**src/design/tmz_pkg.sv**
```systemverilog
// package: register map, field positions and timing for the timer block
package tmz_pkg;
	// register word indices (printed offsets are not word multiples)
	localparam logic [7:0] IDX_COUNT  = 8'h01;
	localparam logic [7:0] IDX_INTCTL = 8'h0b;
	localparam logic [7:0] IDX_OPTION = 8'h81;
	localparam logic [7:0] IDX_PORTA  = 8'h85;
	localparam logic [7:0] IDX_CTRL   = 8'h90;
	localparam logic [7:0] IDX_STATUS = 8'h91;

	// option fields
	localparam int OPT_SRC   = 5;
	localparam int OPT_EDGE  = 4;
	localparam int OPT_PSA   = 3;
	localparam int OPT_PS_HI = 2;
	// interrupt control fields
	localparam int ICR_FLAG  = 2;
	localparam int ICR_EN    = 5;
	// own control register fields
	localparam int CTL_SLEEP = 0;
	localparam int CTL_WCLR  = 1;

	localparam logic [7:0] OPTION_RST = 8'hff;
	localparam logic [7:0] PORTA_RST  = 8'h1f;
	localparam logic [7:0] PORTA_MASK = 8'h1f;
	localparam logic [7:0] ZERO8      = 8'h00;
	localparam logic [7:0] ONE8       = 8'h01;
	localparam logic [7:0] MAX8       = 8'hff;

	// one oscillator period per ref_clk; instruction cycle is four phases
	localparam int TOSC_NS       = 4;
	localparam int CLK_NS        = 4;
	localparam int PHASES        = 4;
	localparam int TOSC_CYC      = (TOSC_NS + CLK_NS - 1) / CLK_NS;
	localparam int INHIBIT_INSTR = 2;
	localparam int ROLL_TOSC     = 3;
	localparam logic [1:0] PH_TWO  = 2'h1;
	localparam logic [1:0] PH_FOUR = 2'h3;
	localparam logic [1:0] PH_LAST = 2'h3;
	localparam logic [3:0] INH_CYC =
		4'(INHIBIT_INSTR * PHASES * TOSC_CYC);
	localparam logic [1:0] ROLL_CYC = 2'(ROLL_TOSC * TOSC_CYC);

	typedef struct packed {
		logic        read;
		logic        write;
		logic [9:0]  address;
		logic [31:0] writedata;
	} tmz_req_type;

	typedef struct packed {
		logic [31:0] readdata;
		logic        waitrequest;
	} tmz_rsp_type;

	typedef struct packed {
		logic [7:0]  count;
		logic [7:0]  intctl;
		logic [7:0]  option;
		logic [7:0]  porta_dir;
		logic        sleep;
		logic [7:0]  presc;
		logic [3:0]  inhibit;
		logic [1:0]  phase;
		logic        pin_s1;
		logic        pin_s2;
		logic        pin_prev;
		logic [7:0]  ripple;
		logic        samp_q2;
		logic        samp_q4;
		logic        samp_prev;
		logic        roll_pend;
		logic [1:0]  roll_cnt;
		logic        wdt_tick;
		logic        ack;
		logic [31:0] rdata;
	} tmz_state_type;
endpackage

```
**src/design/tmz_timer.sv**
```systemverilog
// timer/counter with shared 8-bit prescaler behind an avalon-mm slave
//
// Behaviour
// - source bit zero: count each instruction cycle
// - count write blocks increments two instruction cycles
// - source bit one: count external pin edges
// - edge bit zero rising, one falling
// - assign bit zero: prescaler to timer, else watchdog
// - low option bits set owner and ratio
// - prescaler is 8-bit, not software visible
// - count write clears timer-owned prescaler
// - watchdog clear clears watchdog-owned prescaler
// - wrap ff to 00 sets overflow flag
// - enable bit zero masks overflow request
// - timer frozen during sleep
// - flag sets at once, rollover three periods later
// - clock sampled on phases two and four
// - external prescale ripple before synchronisation
// - increment 3 to 7 periods after input change; the code takes 9 to 12
// - count register 8-bit read/write at 01h
//
// The Avalon-MM register port is this design's own decision.
module tmz_timer
	import tmz_pkg::*;
(
	// clock and reset
	input  wire logic        ref_clk,
	input  wire logic        srst,
	// register bus
	input  wire tmz_req_type bus_req,
	output tmz_rsp_type      bus_rsp,
	// pins and system strobes
	input  wire logic        external_count_pin,
	input  wire logic        watchdog_clear_instruction,
	// outputs
	output logic             overflow_irq,
	output logic             watchdog_tick
);

	tmz_state_type r;
	tmz_state_type next_r;

	// tap of an 8-bit divide chain for ratio 2^(n+1)
	function automatic logic tap(input logic [7:0] c, input logic [2:0] n);
		tap = c[n];
	endfunction

	logic [7:0] addr8;
	logic       hit;
	logic       src_ext;
	logic       to_timer;
	logic       pin_edge;
	logic       raw_clk;
	logic       tick;
	logic       cnt_wr;
	logic       instr_end;
	logic       direct;
	logic       src_lvl;
	logic       ctl_wr;
	logic       int_wr;
	logic       presc_step;
	logic       presc_wrap;
	logic       wclr_any;
	logic       step;
	logic       wrap;

	// -----------------------------------------------------------------
	// bus decode and clocking
	// -----------------------------------------------------------------
	always_comb begin
		addr8     = bus_req.address[9:2];
		hit       = (bus_req.read | bus_req.write) & ~r.ack;
		src_ext   = r.option[OPT_SRC];
		to_timer  = ~r.option[OPT_PSA];
		instr_end = (r.phase == PH_LAST);
		cnt_wr    = hit & bus_req.write & (addr8 == IDX_COUNT);
		// selected edge of synchronised pin
		pin_edge  = r.option[OPT_EDGE] ? (r.pin_prev & ~r.pin_s2)
		                               : (~r.pin_prev & r.pin_s2);
		ctl_wr    = hit & bus_req.write & (addr8 == IDX_CTRL);
		int_wr    = hit & bus_req.write & (addr8 == IDX_INTCTL);
		// the sampler passes one rising edge per two instructions at best,
		// so the unprescaled internal source bypasses it
		direct    = ~src_ext & ~to_timer;
		// pin level turned so that the selected edge always rises
		src_lvl   = r.pin_s2 ^ r.option[OPT_EDGE];
		// external path divides before sampling; symmetric square out
		raw_clk   = to_timer ? tap(r.ripple, r.option[OPT_PS_HI:0])
		                     : src_lvl;
		tick      = r.samp_q4 & ~r.samp_prev;
		// a watchdog-owned prescaler runs off the instruction rate
		presc_step = ~r.sleep
		             & ((to_timer & src_ext) ? pin_edge : instr_end);
		presc_wrap = presc_step & (r.ripple == MAX8);
		wclr_any   = watchdog_clear_instruction
		             | (ctl_wr & bus_req.writedata[CTL_WCLR]);
		step       = ~r.sleep & instr_end & (r.inhibit == 4'h0)
		             & (direct | tick);
		wrap       = step & (r.count == MAX8);
	end

	always_comb begin
		next_r          = r;
		next_r.ack      = hit;
		next_r.rdata    = '0;
		next_r.wdt_tick = 1'b0;
		next_r.phase    = r.phase + 2'h1;
		next_r.pin_s1   = external_count_pin;
		next_r.pin_s2   = r.pin_s1;
		next_r.pin_prev = r.pin_s2;
		if (r.inhibit != 4'h0) begin
			next_r.inhibit = r.inhibit - 4'h1;
		end

		// prescaler chain steps on the selected pin edge when the timer owns it with the external source, else once per instruction
		if (presc_step) begin
			next_r.ripple = r.ripple + ONE8;
		end

		// sample the clock on phase two and phase four
		if (r.phase == PH_TWO) begin
			next_r.samp_q2 = raw_clk;
		end
		if (r.phase == PH_FOUR) begin
			next_r.samp_q4   = r.samp_q2;
			next_r.samp_prev = r.samp_q4;
		end

		// prescaler owned by watchdog emits a watchdog tick on each wrap
		next_r.presc = r.ripple;
		if (presc_wrap & ~to_timer) begin
			next_r.wdt_tick = 1'b1;
		end

		// synchronised tick: ff sets flag now, value wraps later
		if (step) begin
			if (r.count == MAX8) begin
				next_r.roll_pend = 1'b1;
				next_r.roll_cnt  = ROLL_CYC - 2'h1;
			end else begin
				next_r.count = r.count + ONE8;
			end
		end
		if (r.roll_pend) begin
			if (r.roll_cnt == 2'h0) begin
				next_r.roll_pend = 1'b0;
				next_r.count     = ZERO8;
			end else begin
				next_r.roll_cnt = r.roll_cnt - 2'h1;
			end
		end

		// watchdog clear resets a watchdog-owned prescaler
		if (wclr_any & ~to_timer) begin
			next_r.ripple = ZERO8;
		end

		// register writes
		if (hit & bus_req.write) begin
			unique case (addr8)
				IDX_COUNT: begin
					next_r.count     = bus_req.writedata[7:0];
					next_r.roll_pend = 1'b0;
					next_r.inhibit   = INH_CYC;
					if (to_timer) begin
						next_r.ripple = ZERO8;
					end
				end
				IDX_INTCTL: begin
					next_r.intctl = bus_req.writedata[7:0];
				end
				IDX_OPTION: next_r.option = bus_req.writedata[7:0];
				IDX_PORTA:  next_r.porta_dir = bus_req.writedata[7:0] & PORTA_MASK;
				IDX_CTRL: begin
					next_r.sleep = bus_req.writedata[CTL_SLEEP];
				end
				default: begin
				end
			endcase
		end

		// set after the write: a wrap beats a clear in the same cycle
		if (wrap) begin
			next_r.intctl[ICR_FLAG] = 1'b1;
		end

		// register reads
		if (hit & bus_req.read) begin
			unique case (addr8)
				IDX_COUNT:  next_r.rdata[7:0] = r.count;
				IDX_INTCTL: next_r.rdata[7:0] = r.intctl;
				IDX_OPTION: next_r.rdata[7:0] = r.option;
				IDX_PORTA:  next_r.rdata[7:0] = r.porta_dir;
				IDX_CTRL:   next_r.rdata[CTL_SLEEP] = r.sleep;
				IDX_STATUS: next_r.rdata[0] = r.roll_pend;
				default:    next_r.rdata = '0;
			endcase
		end
	end

	// -----------------------------------------------------------------
	// state register
	// -----------------------------------------------------------------
	always_ff @(posedge ref_clk) begin
		if (srst) begin
			r           <= '0;
			r.option    <= OPTION_RST;
			r.porta_dir <= PORTA_RST;
		end else begin
			r <= next_r;
		end
	end

	// -----------------------------------------------------------------
	// outputs
	// -----------------------------------------------------------------
	always_comb begin
		bus_rsp.waitrequest = ~r.ack;
		bus_rsp.readdata    = r.rdata;
		overflow_irq  = r.intctl[ICR_FLAG] & r.intctl[ICR_EN];
		watchdog_tick = r.wdt_tick;
	end

	// -----------------------------------------------------------------
	// checks
	// -----------------------------------------------------------------
	count_inhibit_a: assert property (@(posedge ref_clk) disable iff (srst)
		cnt_wr |=> (!step)[*7])
		else $error("count moved during write inhibit");

	presc_clear_a: assert property (@(posedge ref_clk) disable iff (srst)
		cnt_wr && to_timer |=> r.ripple == ZERO8)
		else $error("prescaler not cleared by count write");

	wdt_clear_a: assert property (@(posedge ref_clk) disable iff (srst)
		watchdog_clear_instruction && !to_timer && !hit |=> r.ripple == ZERO8)
		else $error("prescaler not cleared by watchdog clear");

	flag_set_a: assert property (@(posedge ref_clk) disable iff (srst)
		!r.roll_pend ##1 r.roll_pend |-> r.intctl[ICR_FLAG])
		else $error("overflow flag not set on wrap");

	roll_late_a: assert property (@(posedge ref_clk) disable iff (srst)
		$rose(r.roll_pend) && !hit |-> r.count == MAX8 ##3 r.count == ZERO8)
		else $error("rollover not three periods after flag");

	irq_mask_a: assert property (@(posedge ref_clk) disable iff (srst)
		!r.intctl[ICR_EN] |-> !overflow_irq)
		else $error("masked overflow request raised");

	sleep_hold_a: assert property (@(posedge ref_clk) disable iff (srst)
		r.sleep && !hit && !r.roll_pend |=> $stable(r.count))
		else $error("count moved in sleep");

	bus_ack_a: assert property (@(posedge ref_clk) disable iff (srst)
		(bus_req.read || bus_req.write) && bus_rsp.waitrequest |=> !bus_rsp.waitrequest)
		else $error("slave did not answer in one cycle");

	// -----------------------------------------------------------------
	// bus and register checks
	// -----------------------------------------------------------------
	ack_pulse_a: assert property (@(posedge ref_clk) disable iff (srst)
		!bus_rsp.waitrequest |=> bus_rsp.waitrequest)
		else $error("answer stood longer than one cycle");

	wait_idle_a: assert property (@(posedge ref_clk) disable iff (srst)
		!bus_req.read && !bus_req.write |=> bus_rsp.waitrequest)
		else $error("answer without a request");

	rdata_idle_a: assert property (@(posedge ref_clk) disable iff (srst)
		!r.ack |-> bus_rsp.readdata == '0)
		else $error("read data outside the answer cycle");

	count_write_a: assert property (@(posedge ref_clk) disable iff (srst)
		cnt_wr |=> r.count == $past(bus_req.writedata[7:0]))
		else $error("count write did not land");

	opt_write_a: assert property (@(posedge ref_clk) disable iff (srst)
		hit && bus_req.write && addr8 == IDX_OPTION
		|=> r.option == $past(bus_req.writedata[7:0]))
		else $error("option write did not land");

	// -----------------------------------------------------------------
	// counting checks
	// -----------------------------------------------------------------
	inhibit_load_a: assert property (@(posedge ref_clk) disable iff (srst)
		cnt_wr |=> r.inhibit == INH_CYC)
		else $error("inhibit not loaded by count write");

	inhibit_run_a: assert property (@(posedge ref_clk) disable iff (srst)
		r.inhibit != 4'h0 |-> !step)
		else $error("count stepped during inhibit");

	direct_step_a: assert property (@(posedge ref_clk) disable iff (srst)
		direct && step && r.count != MAX8 && !hit
		|=> r.count == $past(r.count) + ONE8)
		else $error("timer mode did not step by one");

	timer_pace_a: assert property (@(posedge ref_clk) disable iff (srst)
		!src_ext && !hit && !r.roll_pend && !instr_end |=> $stable(r.count))
		else $error("timer mode stepped off the instruction end");

	ext_tick_a: assert property (@(posedge ref_clk) disable iff (srst)
		src_ext && !hit && !r.roll_pend && !(tick && instr_end)
		|=> $stable(r.count))
		else $error("counter mode stepped without a sampled edge");

	edge_pick_a: assert property (@(posedge ref_clk) disable iff (srst)
		src_ext && to_timer && !r.option[OPT_EDGE] && r.pin_prev && !r.pin_s2
		|-> !presc_step)
		else $error("falling pin edge counted with rising selected");

	sample_q2_a: assert property (@(posedge ref_clk) disable iff (srst)
		r.phase != PH_TWO |=> $stable(r.samp_q2))
		else $error("first sampler moved off phase two");

	sample_q4_a: assert property (@(posedge ref_clk) disable iff (srst)
		r.phase != PH_FOUR |=> $stable(r.samp_q4))
		else $error("second sampler moved off phase four");

	sleep_presc_a: assert property (@(posedge ref_clk) disable iff (srst)
		r.sleep && !hit && !wclr_any |=> $stable(r.ripple))
		else $error("prescaler moved in sleep");

	// -----------------------------------------------------------------
	// prescaler owner and overflow checks
	// -----------------------------------------------------------------
	wdt_gate_a: assert property (@(posedge ref_clk) disable iff (srst)
		to_timer |=> !watchdog_tick)
		else $error("watchdog tick while timer owns prescaler");

	wdt_wrap_a: assert property (@(posedge ref_clk) disable iff (srst)
		!to_timer && presc_wrap |=> watchdog_tick)
		else $error("watchdog tick missing on prescaler wrap");

	wclr_ctl_a: assert property (@(posedge ref_clk) disable iff (srst)
		ctl_wr && bus_req.writedata[CTL_WCLR] && !to_timer |=> r.ripple == ZERO8)
		else $error("prescaler not cleared by control write");

	flag_win_a: assert property (@(posedge ref_clk) disable iff (srst)
		wrap |=> r.intctl[ICR_FLAG])
		else $error("wrap lost against a flag clear");

	flag_keep_a: assert property (@(posedge ref_clk) disable iff (srst)
		r.intctl[ICR_FLAG] && !int_wr |=> r.intctl[ICR_FLAG])
		else $error("hardware cleared the overflow flag");

	irq_raise_a: assert property (@(posedge ref_clk) disable iff (srst)
		r.intctl[ICR_FLAG] && r.intctl[ICR_EN] |-> overflow_irq)
		else $error("enabled overflow request missing");

	roll_end_a: assert property (@(posedge ref_clk) disable iff (srst)
		$rose(r.roll_pend) && !hit ##1 !hit ##1 !hit |=> !r.roll_pend)
		else $error("rollover pending too long");

endmodule

```
**config.mk**
```make
export PLATFORM = sky130hd
export DESIGN_NAME = tmz_timer
export DESIGN_NICKNAME = d
export VERILOG_FILES = /design/src/design/tmz_pkg.sv /design/src/design/tmz_timer.sv
export SDC_FILE = /design/constraint.sdc
export NUM_CORES = 1
export LEC_CHECK = 0
export ABC_AREA = 1
export CORE_MARGIN = 2
export CORE_UTILIZATION = 60
export CTS_CLUSTER_DIAMETER = 40
export CTS_CLUSTER_SIZE = 14
export DETAILED_ROUTE_END_ITERATION = 7
export DONT_BUFFER_PORTS = 1
export GPL_ROUTABILITY_DRIVEN = 0
export PLACE_DENSITY = 0.76
export SYNTH_ARGS = -nofsm -noshare
export SYNTH_HDL_FRONTEND = slang
export SYNTH_SLANG_ARGS = --single-unit
export TNS_END_PERCENT = 30
```
**constraint.sdc**
```tcl
create_clock -name ref_clk -period 2.8 [get_ports ref_clk]
set_input_delay 0.42 -clock ref_clk [delete_from_list [all_inputs] [get_ports ref_clk]]
set_output_delay 0.42 -clock ref_clk [all_outputs]
set_load 0.05 [all_outputs]
```
Yosys cells after proc, flatten, opt, wreduce, memory -nomap -nowiden
Cells that the tools add are included. Widths: inputs -> output; s select.

Bits in registers: 87. Logic and storage cells: 113. Output and inout port bits: 35. Bits of input ports: 48.

Bitwise logic cells: 31. Equal/unequal tests: 10. Add/subtract/negate cells: 5. Reduce and logical (&&, ||, !) cells: 11. Multiplexer cells: 34. $lt $le $gt $ge: 1.

Operator list (count): $mux 8 (12); $eq 8x8->1 const B (6); $mux 33 (1); $pmux 7 s4 (1); $and 1x1->1 (19); $add 8x1->8 const B (2); $mux 4 (3); $mux 1 (10); $reduce_and 2->1 (5); $mux 3 (3); $eq 8x1->1 const B (1); $eq 8x4->1 const B (1); $not 1->1 (8); $pmux 1 s6 (1); $mux 5 (1); $logic_not 4->1 (1); $lt 3x4->1 const B (1); $reduce_bool 2->1 (2); $reduce_bool 4->1 (1); $sub 4x1->4 const B (1); $bmux 1 s3 (1); $or 1x1->1 (3); $add 2x1->2 const B (1); $eq 2x1->1 const B (1); 6 further kinds (6).

Depth between registers and ports, before layout
Gate-level depths: netlist of the first run.

Word-level depth: 11. Depth in mapped cells: 10. Gate-level depth less buffers: 10.

Least setup slack after synthesis of the first run
OpenSTA, ideal clock, no wires.

Path type: register to register. From: reg r[53] (netlist name). To: reg r[94] (netlist name). Data required time: 2.687 ns. Arrival time: 1.228 ns. Slack: 1.459 ns. Cell stages (with the launch flop): 10. Setup time: 0.113 ns. Path buffers: 0. Period minus slack after synthesis: 1.341 ns. Cells stage by stage: dfxtp_1 > inv_1 > ha_1 > nand3_2 > nor2_4 > nand3_2 > inv_2 > nand3_1 > nand3_1 > nand2_1.

Cells in the longest elaborated chain, start to end: 8.

RTL lines: from (decl) (RTL line tmz_timer.sv:40) `tmz_state_type r;`; from (signal assigned) (RTL line tmz_timer.sv:210) `r <= next_r;`; $logic_not 4->1 * (RTL line tmz_timer.sv:97) `step = ~r.sleep & instr_end & (r.inhibit == 4'h0)`; $and 1x1->1 * (RTL line tmz_timer.sv:97); $and 1x1->1 * (RTL line tmz_timer.sv:98) `& (direct | tick);`; $mux 8 * (RTL line tmz_timer.sv:136) `if (step) begin`; $mux 8 (RTL line tmz_timer.sv:145) `if (r.roll_cnt == 2'h0) begin`; $mux 8 * (RTL line tmz_timer.sv:144) `if (r.roll_pend) begin`; $mux 8 (RTL line tmz_timer.sv:160) `unique case (addr8)`; $mux 33 * (RTL line tmz_timer.sv:159) `if (hit & bus_req.write) begin`.

Every way passes the cells marked *; elsewhere a longest branch is shown, timed or not. The select of a mux whose other input is x is not followed. A chain may end at the register's enable or synchronous reset.

Worst setup path after layout of the first run
From: reg r[84] (netlist name). To: out overflow_irq.

Cells in the longest elaborated chain, start to end: 1.

RTL lines: $and 1x1->1 (RTL line tmz_timer.sv:220) `overflow_irq = r.intctl[ICR_FLAG] & r.intctl[ICR_EN];`; to (decl) (RTL line tmz_timer.sv:36) `output logic overflow_irq,`.

No other way between the ends.

==> impl_metrics.env, run 1 <==
export IMPL_status="finished clean"
export IMPL_total_power_mw=2.00
export IMPL_ios=83
export IMPL_numCtsBuffers=9
export IMPL_fill_cells=563
export IMPL_vdd_drop_max_mv=0.304
export IMPL_wl_um=7260
export IMPL_maxCapViolCount=0
export IMPL_start_util_pct=61.5
export IMPL_clock_skew_ns=0.00785
export IMPL_yosysWarnings=0
export IMPL_final_common_cell="nand2_1"
export IMPL_p_leak_nw=1.70
export IMPL_netlist_area_sq_um=3620
export IMPL_synth_xor_area_share_pct=1.45
export IMPL_drtPass1Iterations=4
export IMPL_rsz0062_at_grt="no"
export IMPL_post_route_period_util_pct=54.4
export IMPL_diodes=0
export IMPL_criticalPathCategory="reg2out"
export IMPL_nNetsFinal=534
export IMPL_worstHoldPathType="in2reg"
export IMPL_synth_top_area_share_pct=34.9
export IMPL_wl_per_cell_um=13.0
export IMPL_ctsResizeCount=0
export IMPL_hold_start="srst"
export IMPL_grt_pass1_wl_um=12100
export IMPL_reg2regPathDepth=9
export IMPL_synth_distinct_cells=43
export IMPL_ant_nets=0
export IMPL_synth_edf_count=0
export IMPL_port_buffers=0
export IMPL_yosys_area_share_simple_pct=32.6
export IMPL_required_ns=2.38
export IMPL_grt_pass1_vias=2696
export IMPL_syn2layout_area_growth_pct=2.32
export IMPL_num_vias=2934
export IMPL_clk_latency_ns=0.33
export IMPL_synth_ff_type="dfxtp_1"
export IMPL_async_flop_share_pct=0
export IMPL_clockBufferDepth=2
export IMPL_cellPowerDensity_nw_per_um2=539
export IMPL_syn_area_per_cell_sq_um=7.46
export IMPL_cts_sinks=63
export IMPL_finalSetupTns_ns=0
export IMPL_slowest_delay_ns=0.38
export IMPL_worst_setup_path_start_kind="flop"
export IMPL_yosys_top_cells_area="dfxtp_1 (35%), nand2_1 (10%), buf_4 (6.6%)"
export IMPL_cts_root_buf="clkbuf_8"
export IMPL_synthAdderAreaFrac_pct=1.73
export IMPL_cts_tree="built"
export IMPL_holdPathEnd="r[32]"
export IMPL_path_delay_family="flip-flops"
export IMPL_drc=0
export IMPL_routed_via_density=5.25
export IMPL_hold_viol=0
export IMPL_track_usage_pct=24.1
export IMPL_clkTransAtPathRegs_ns=0.07
export IMPL_fmax_mhz=657
export IMPL_drt_iter0_markers=165
export IMPL_r2r_start="r[53]"
export IMPL_hpwl_um=5480
export IMPL_final_cell_mix="nand2_1 (96), dfxtp_1 (63), inv_1 (58)"
export IMPL_crit_path_cell_trace="nand2_1, inv_1"
export IMPL_ys_seq_area_share_pct=34.9
export IMPL_chipWidth_um=81.7
export IMPL_period_needed_ns=1.52
export IMPL_synth_area_leader_cell="dfxtp_1"
export IMPL_cts_setup_buffers=0
export IMPL_placeableCoreArea_sq_um=5890
export IMPL_cts_max_level=3
export IMPL_cp_buffers_inverters=1
export IMPL_synthMuxAreaShare_pct=0
export IMPL_overflow=0
export IMPL_synth_seq_cells=63
export IMPL_regToRegSetupSlack_ns=1.29
export IMPL_grt_max_degree=23
export IMPL_cp_slowest_cell="dfxtp_1"
export IMPL_crit_path_end_kind="output pin"
export IMPL_synth_top_family_by_area="simple AND/OR/NAND/NOR gates"
export IMPL_drive_gt1_share_pct=15.5
export IMPL_min_path_cells=1
export IMPL_die_h_um=81.7
export IMPL_die_area_sq_um=6670
export IMPL_antenna_found_initial=0
export IMPL_setup_viol=0
export IMPL_cts_hold_buf=0
export IMPL_arrival_ns=1.10
export IMPL_rows=28
export IMPL_slew_violations=0
export IMPL_path_max_fanout=3
export IMPL_synth_compound_gate_area_share_pct=13.9
export IMPL_netlist_instances=485
==> worst max-delay path by stage <==
stage | start | end | slack (ns) | cells after the start
3_5_place_dp | bus_req[35] | next_r[59] | 1.25 | 8
2_1_floorplan | r[53] | r[94] | 1.46 | 9
3_3_place_gp | bus_req[35] | next_r[59] | 1.29 | 8
4_1_cts | r[84] | overflow_irq | 1.27 | 2
6_report | r[84] | overflow_irq | 1.28 | 2
5_1_grt | r[53] | flop | 1.09 | 9
==> flip-flops by register name, summed over array words and instances (netlist names), named ones only <==
register / count
r: 43
next_r: 10
watchdog_tick: 1
bus_rsp: 8
==> report_power, final <==
group	internal [mW]	total, mW	switching, mW	leakage (nW)
combinational	0.0872	0.310	0.222	1.09
sequential	0.934	0.957	0.0227	0.511
clock	0.409	0.730	0.321	0.0946
==> kinds of logic after synthesis <==
kind of cell             count (synthesis)
AO/OA/AOI/OAI                           87
XOR/XNOR                                 6
adder cells (fa/ha/maj)                  5
buffers and inverters                  109
flip-flops                              63
other                                    1
AND/OR/NAND/NOR                        214
==> metrics by stage <==
stage	hold slack (ns)	worst slack [ns]	cell area (sq um)	util (%)	instances
floorplan	0.388	1.46	3700	-	508
global placement	0.391	1.29	3520	59.8	545
detailed placement	0.395	1.25	3520	59.8	545
CTS	0.144	1.27	3700	62.9	559
global route	0.139	1.09	3700	62.9	559
finish	0.160	1.28	3700	62.9	559
==> metal layers <==
layer,track usage (%),up-vias,part of all wire [%]
met5,0,-,0
met4,12.0,0,2.7
met3,5.05,20,5.5
met2,40.8,83,48
met1,28.9,1342,44
li1,-,1489,-
==> final cells by class <==
| cell class | count | area [sq um] | share of cell area, % |
|---|---|---|---|
| multi-input combinational | 336 | 1890 | 51.0 |
| timing repair buffer | 1 | 7.51 | 0.203 |
| inverter | 70 | 270 | 7.30 |
| sequential | 63 | 1260 | 34.1 |
| tap | 75 | 93.8 | 2.53 |
| clock buffer | 14 | 183 | 4.93 |
==> cells in the mapped netlist (5+ instances only) <==
library cell,n
nand2_1,96
dfxtp_1,63
inv_1,58
nor2_1,36
nand3_1,35
buf_4,32
a21oi_1,31
o21ai_0,30
inv_2,10
a21oi_2,8
nand2_4,7
nor2_4,6
ha_1,5
o21ai_1,5
o22ai_1,5
xor2_1,5
==> worst reg2reg max path, stage by stage (launching register included) <==
cell	delay, ns
dfxtp_1	0.31
inv_1	0.09
ha_1	0.24
nand3_2	0.17
nor2_4	0.17
nand2_4	0.09
nor2_4	0.11
nand2_1	0.10
nand2_1	0.08
a21oi_1	0.06
(Power assumes the default switching activity.)
==> run 2: changes to the inputs <==
--- a/config.mk
+++ b/config.mk
@@ -5,15 +5,15 @@
 export SDC_FILE = /design/constraint.sdc
 export NUM_CORES = 1
 export LEC_CHECK = 0
-export ABC_AREA = 1
+export ABC_AREA = 0
 export CORE_MARGIN = 2
-export CORE_UTILIZATION = 60
+export CORE_UTILIZATION = 57
 export CTS_CLUSTER_DIAMETER = 40
 export CTS_CLUSTER_SIZE = 14
 export DETAILED_ROUTE_END_ITERATION = 7
 export DONT_BUFFER_PORTS = 1
 export GPL_ROUTABILITY_DRIVEN = 0
-export PLACE_DENSITY = 0.76
+export PLACE_DENSITY = 0.75
 export SYNTH_ARGS = -nofsm -noshare
 export SYNTH_HDL_FRONTEND = slang
 export SYNTH_SLANG_ARGS = --single-unit
==> constraint.sdc (replaced) <==
create_clock -name ref_clk -period 1.4 [get_ports ref_clk]
set_input_delay 0.21 -clock ref_clk [delete_from_list [all_inputs] [get_ports ref_clk]]
set_output_delay 0.21 -clock ref_clk [all_outputs]
set_load 0.05 [all_outputs]
==> run 2 against run 1 <==
  * The run now ends with setup timing left
  * Synthesized cell count fell by 26%
  * Clock power increased by 130%
  * Wire length up 16%
  * First-iteration DRC count up 6.1%
  * Count of clock-buffer cells in the layout decreased by 1
  * Register-to-register slack lost 1.8 ns
  * Final area grew 12%
  * Hold slack got worse by 0.15 ns
  * Core utilization increased by 13 points
  * Largest cell class unchanged
  * Via count down 2.5%
  * Critical path depth increased by 5
==> impl_metrics.env, run 2 <==
export IMPL_cts_tree="built"
export IMPL_clock_skew_ns=0.00964
export IMPL_clk_latency_ns=0.35
export IMPL_yosys_top_cells_area="dfxtp_1 (39%), buf_4 (7.4%), nor2_1 (6.3%)"
export IMPL_syn_area_per_cell_sq_um=9.02
export IMPL_cts_sinks=63
export IMPL_crit_path_end_kind="flop"
export IMPL_rsz0062_at_grt="yes"
export IMPL_async_flop_share_pct=0
export IMPL_num_vias=2862
export IMPL_synth_ff_type="dfxtp_1"
export IMPL_ant_nets=0
export IMPL_status="finished, violations left"
export IMPL_port_buffers=0
export IMPL_fin_util_pct=75.9
export IMPL_place_inst=470
export IMPL_period_needed_ns=1.88
export IMPL_placeableCoreArea_sq_um=5470
export IMPL_final_common_cell="buf_4"
export IMPL_total_power_mw=4.49
export IMPL_cts_max_level=3
export IMPL_syn2layout_area_growth_pct=28.6
export IMPL_start_util_pct=59.0
export IMPL_arrival_ns=2.13
export IMPL_synth_distinct_cells=54
export IMPL_top_register="r"
export IMPL_reg2regPathDepth=7
export IMPL_r2r_start="r[54]"
export IMPL_nNetsFinal=477
export IMPL_regToRegSetupSlack_ns=-0.48
export IMPL_grt_pass1_wl_um=13700
export IMPL_die_area_sq_um=6280
export IMPL_drive_gt1_share_pct=29.8
export IMPL_holdPathEnd="r[82]"
export IMPL_fill_cells=370
export IMPL_wl_per_cell_um=16.8
export IMPL_drtPass1Iterations=5
export IMPL_relSlewSlack_pct=59.0
export IMPL_drt_iter0_markers=175
export IMPL_fmax_mhz=532
export IMPL_fin_ws_ns=-0.478
export IMPL_ios=83
export IMPL_antenna_found_initial=0
export IMPL_vdd_drop_max_mv=0.920
export IMPL_post_route_period_util_pct=134
export IMPL_violations="setup timing"
export IMPL_slew_violations=0
export IMPL_clkTransAtPathRegs_ns=0.07
export IMPL_min_path_cells=2
export IMPL_wl_um=8440
export IMPL_cts_root_buf="clkbuf_8"
export IMPL_synth_top_area_share_pct=39.1
export IMPL_hold_viol=0
export IMPL_final_cells=501
export IMPL_largest_reg_flops=43
export IMPL_drc=0
export IMPL_track_usage_pct=28.8
export IMPL_r2r_end="r[93]"
export IMPL_final_cell_mix="buf_4 (58), dfxtp_1 (57), nor2_1 (51)"
export IMPL_synth_area_leader_cell="dfxtp_1"
export IMPL_required_ns=1.65
export IMPL_die_h_um=79.3
export IMPL_synth_edf_count=0
export IMPL_hold_start="bus_req[0]"
export IMPL_synth_seq_cells=63
export IMPL_rows=27
export IMPL_netlist_area_sq_um=3230
export IMPL_worst_setup_path_start_kind="flop"
export IMPL_chipWidth_um=79.3
export IMPL_cellPowerDensity_nw_per_um2=1080
export IMPL_ys_top_cells_by_count="dfxtp_1 (63), nor2_1 (54), buf_4 (32)"
export IMPL_path_max_fanout=5
export IMPL_clockBufferDepth=2
export IMPL_diodes=0
export IMPL_hpwl_um=5590
export IMPL_worstHoldPathType="in2reg"
export IMPL_worst_slew_pin_transition_ns=0.612
export IMPL_p_leak_nw=1.60
export IMPL_maxCapViolCount=0
export IMPL_grt_max_degree=37
export IMPL_netlist_instances=358
export IMPL_setup_viol=21
export IMPL_routed_via_density=5.71
export IMPL_synth_most_common_cell="dfxtp_1"
export IMPL_overflow=0
export IMPL_ys_seq_area_share_pct=39.1
export IMPL_grt_pass1_vias=2865
export IMPL_numCtsBuffers=9
export IMPL_criticalPathCategory="reg2reg"
export IMPL_yosysWarnings=0
[run 2: changes by cell type in the layout (fill, tap and decap cells not counted), sizes merged, moves of 6 or more]
cell | previous run | this run
a22oi | 0 | 10
o21ai | 38 | 9
dlygate4sd3 | 0 | 12
a21oi | 40 | 11
nand2b | 0 | 9
xnor2 | 1 | 14
nand2 | 110 | 21
nand3 | 42 | 8
mux2i | 0 | 13
inv | 69 | 14
nor2b | 0 | 6
a211o | 0 | 14
buf | 1 | 62
[run 2: worst max-delay path, cell delays in order, from the launching register on]
cell	delay (ns)
dfxtp_2	0.33
inv_2	0.06
ha_4	0.12
or3b_4	0.40
a211o_4	0.35
nor4b_4	0.28
xnor2_2	0.16
o21ai_2	0.07
[run 2: worst max path at each step]
| stage | startpoint | to | cells past startpoint |
|---|---|---|---|
| 5_1_grt | r[54] | r[35] | 8 |
| 2_1_floorplan | r[54] | r[93] | 8 |
| 4_1_cts | r[54] | r[96] | 8 |
| 3_3_place_gp | r[54] | r[96] | 8 |
| 3_5_place_dp | r[54] | r[96] | 8 |
| 6_report | r[54] | r[93] | 7 |
[run 2: cells by family (layout without fill, tap and decap cells)]
kind of cell / after synthesis / count (layout) / synth area share (%)
compound gates: 61 / 61 / 14.6
xor+xnor: 15 / 15 / 4.07
fa+ha+maj: 5 / 5 / 1.94
buf+inv: 56 / 104 / 10.6
flops: 63 / 63 / 39.1
mux: 17 / 17 / 6.12
other cells: 1 / 24 / 0.116
simple gates: 140 / 140 / 23.5
[run 2: metrics by stage]
step	setup TNS (ns)	cell area (sq um)	hold WS, ns	setup slack (ns)
floorplan	-7.72	3330	0.318	-0.481
global placement	-8.10	3610	0.283	-0.459
detailed placement	-9.22	3610	0.284	-0.525
CTS	-4.59	4080	0.00269	-0.425
global route	-6.85	4150	0.0142	-0.560
finish	-4.85	4150	0.0100	-0.478
[run 2: layout make-up]
| cell class | count | area (sq um) | area share, % |
|---|---|---|---|
| clock buffer | 13 | 169 | 4.07 |
| tap | 72 | 90.1 | 2.17 |
| timing repair buffer | 74 | 627 | 15.1 |
| clock inverter | 3 | 40.0 | 0.964 |
| inverter | 14 | 52.6 | 1.27 |
| multi-input combinational | 262 | 1900 | 45.8 |
| sequential | 63 | 1270 | 30.6 |
[run 2: what timing repair did]
action | 4_1_cts | 5_1_grt
setup endpoints to repair | 24 | 35
pin swaps | 9 | 6
hold buffers | 12 | 1
hold endpoints to repair | 45 | 1
buffers inserted | 1 | 1
gates resized for setup | 30 | 15
[run 2: metal layers]
layer	global-route usage [%]	part of all wire (%)	vias up
met2	51.0	52	97
met3	8.86	4.8	23
met1	32.2	41	1399
li1	-	-	1343
met4	10.9	2.7	0
met5	0	0	-
[run 2: report_power, final]
part	leakage, nW	internal [mW]	total [mW]	switching [mW]
Clock	0.109	0.962	1.66	0.698
Combinational	0.980	0.437	0.928	0.491
Sequential	0.511	1.86	1.90	0.0426
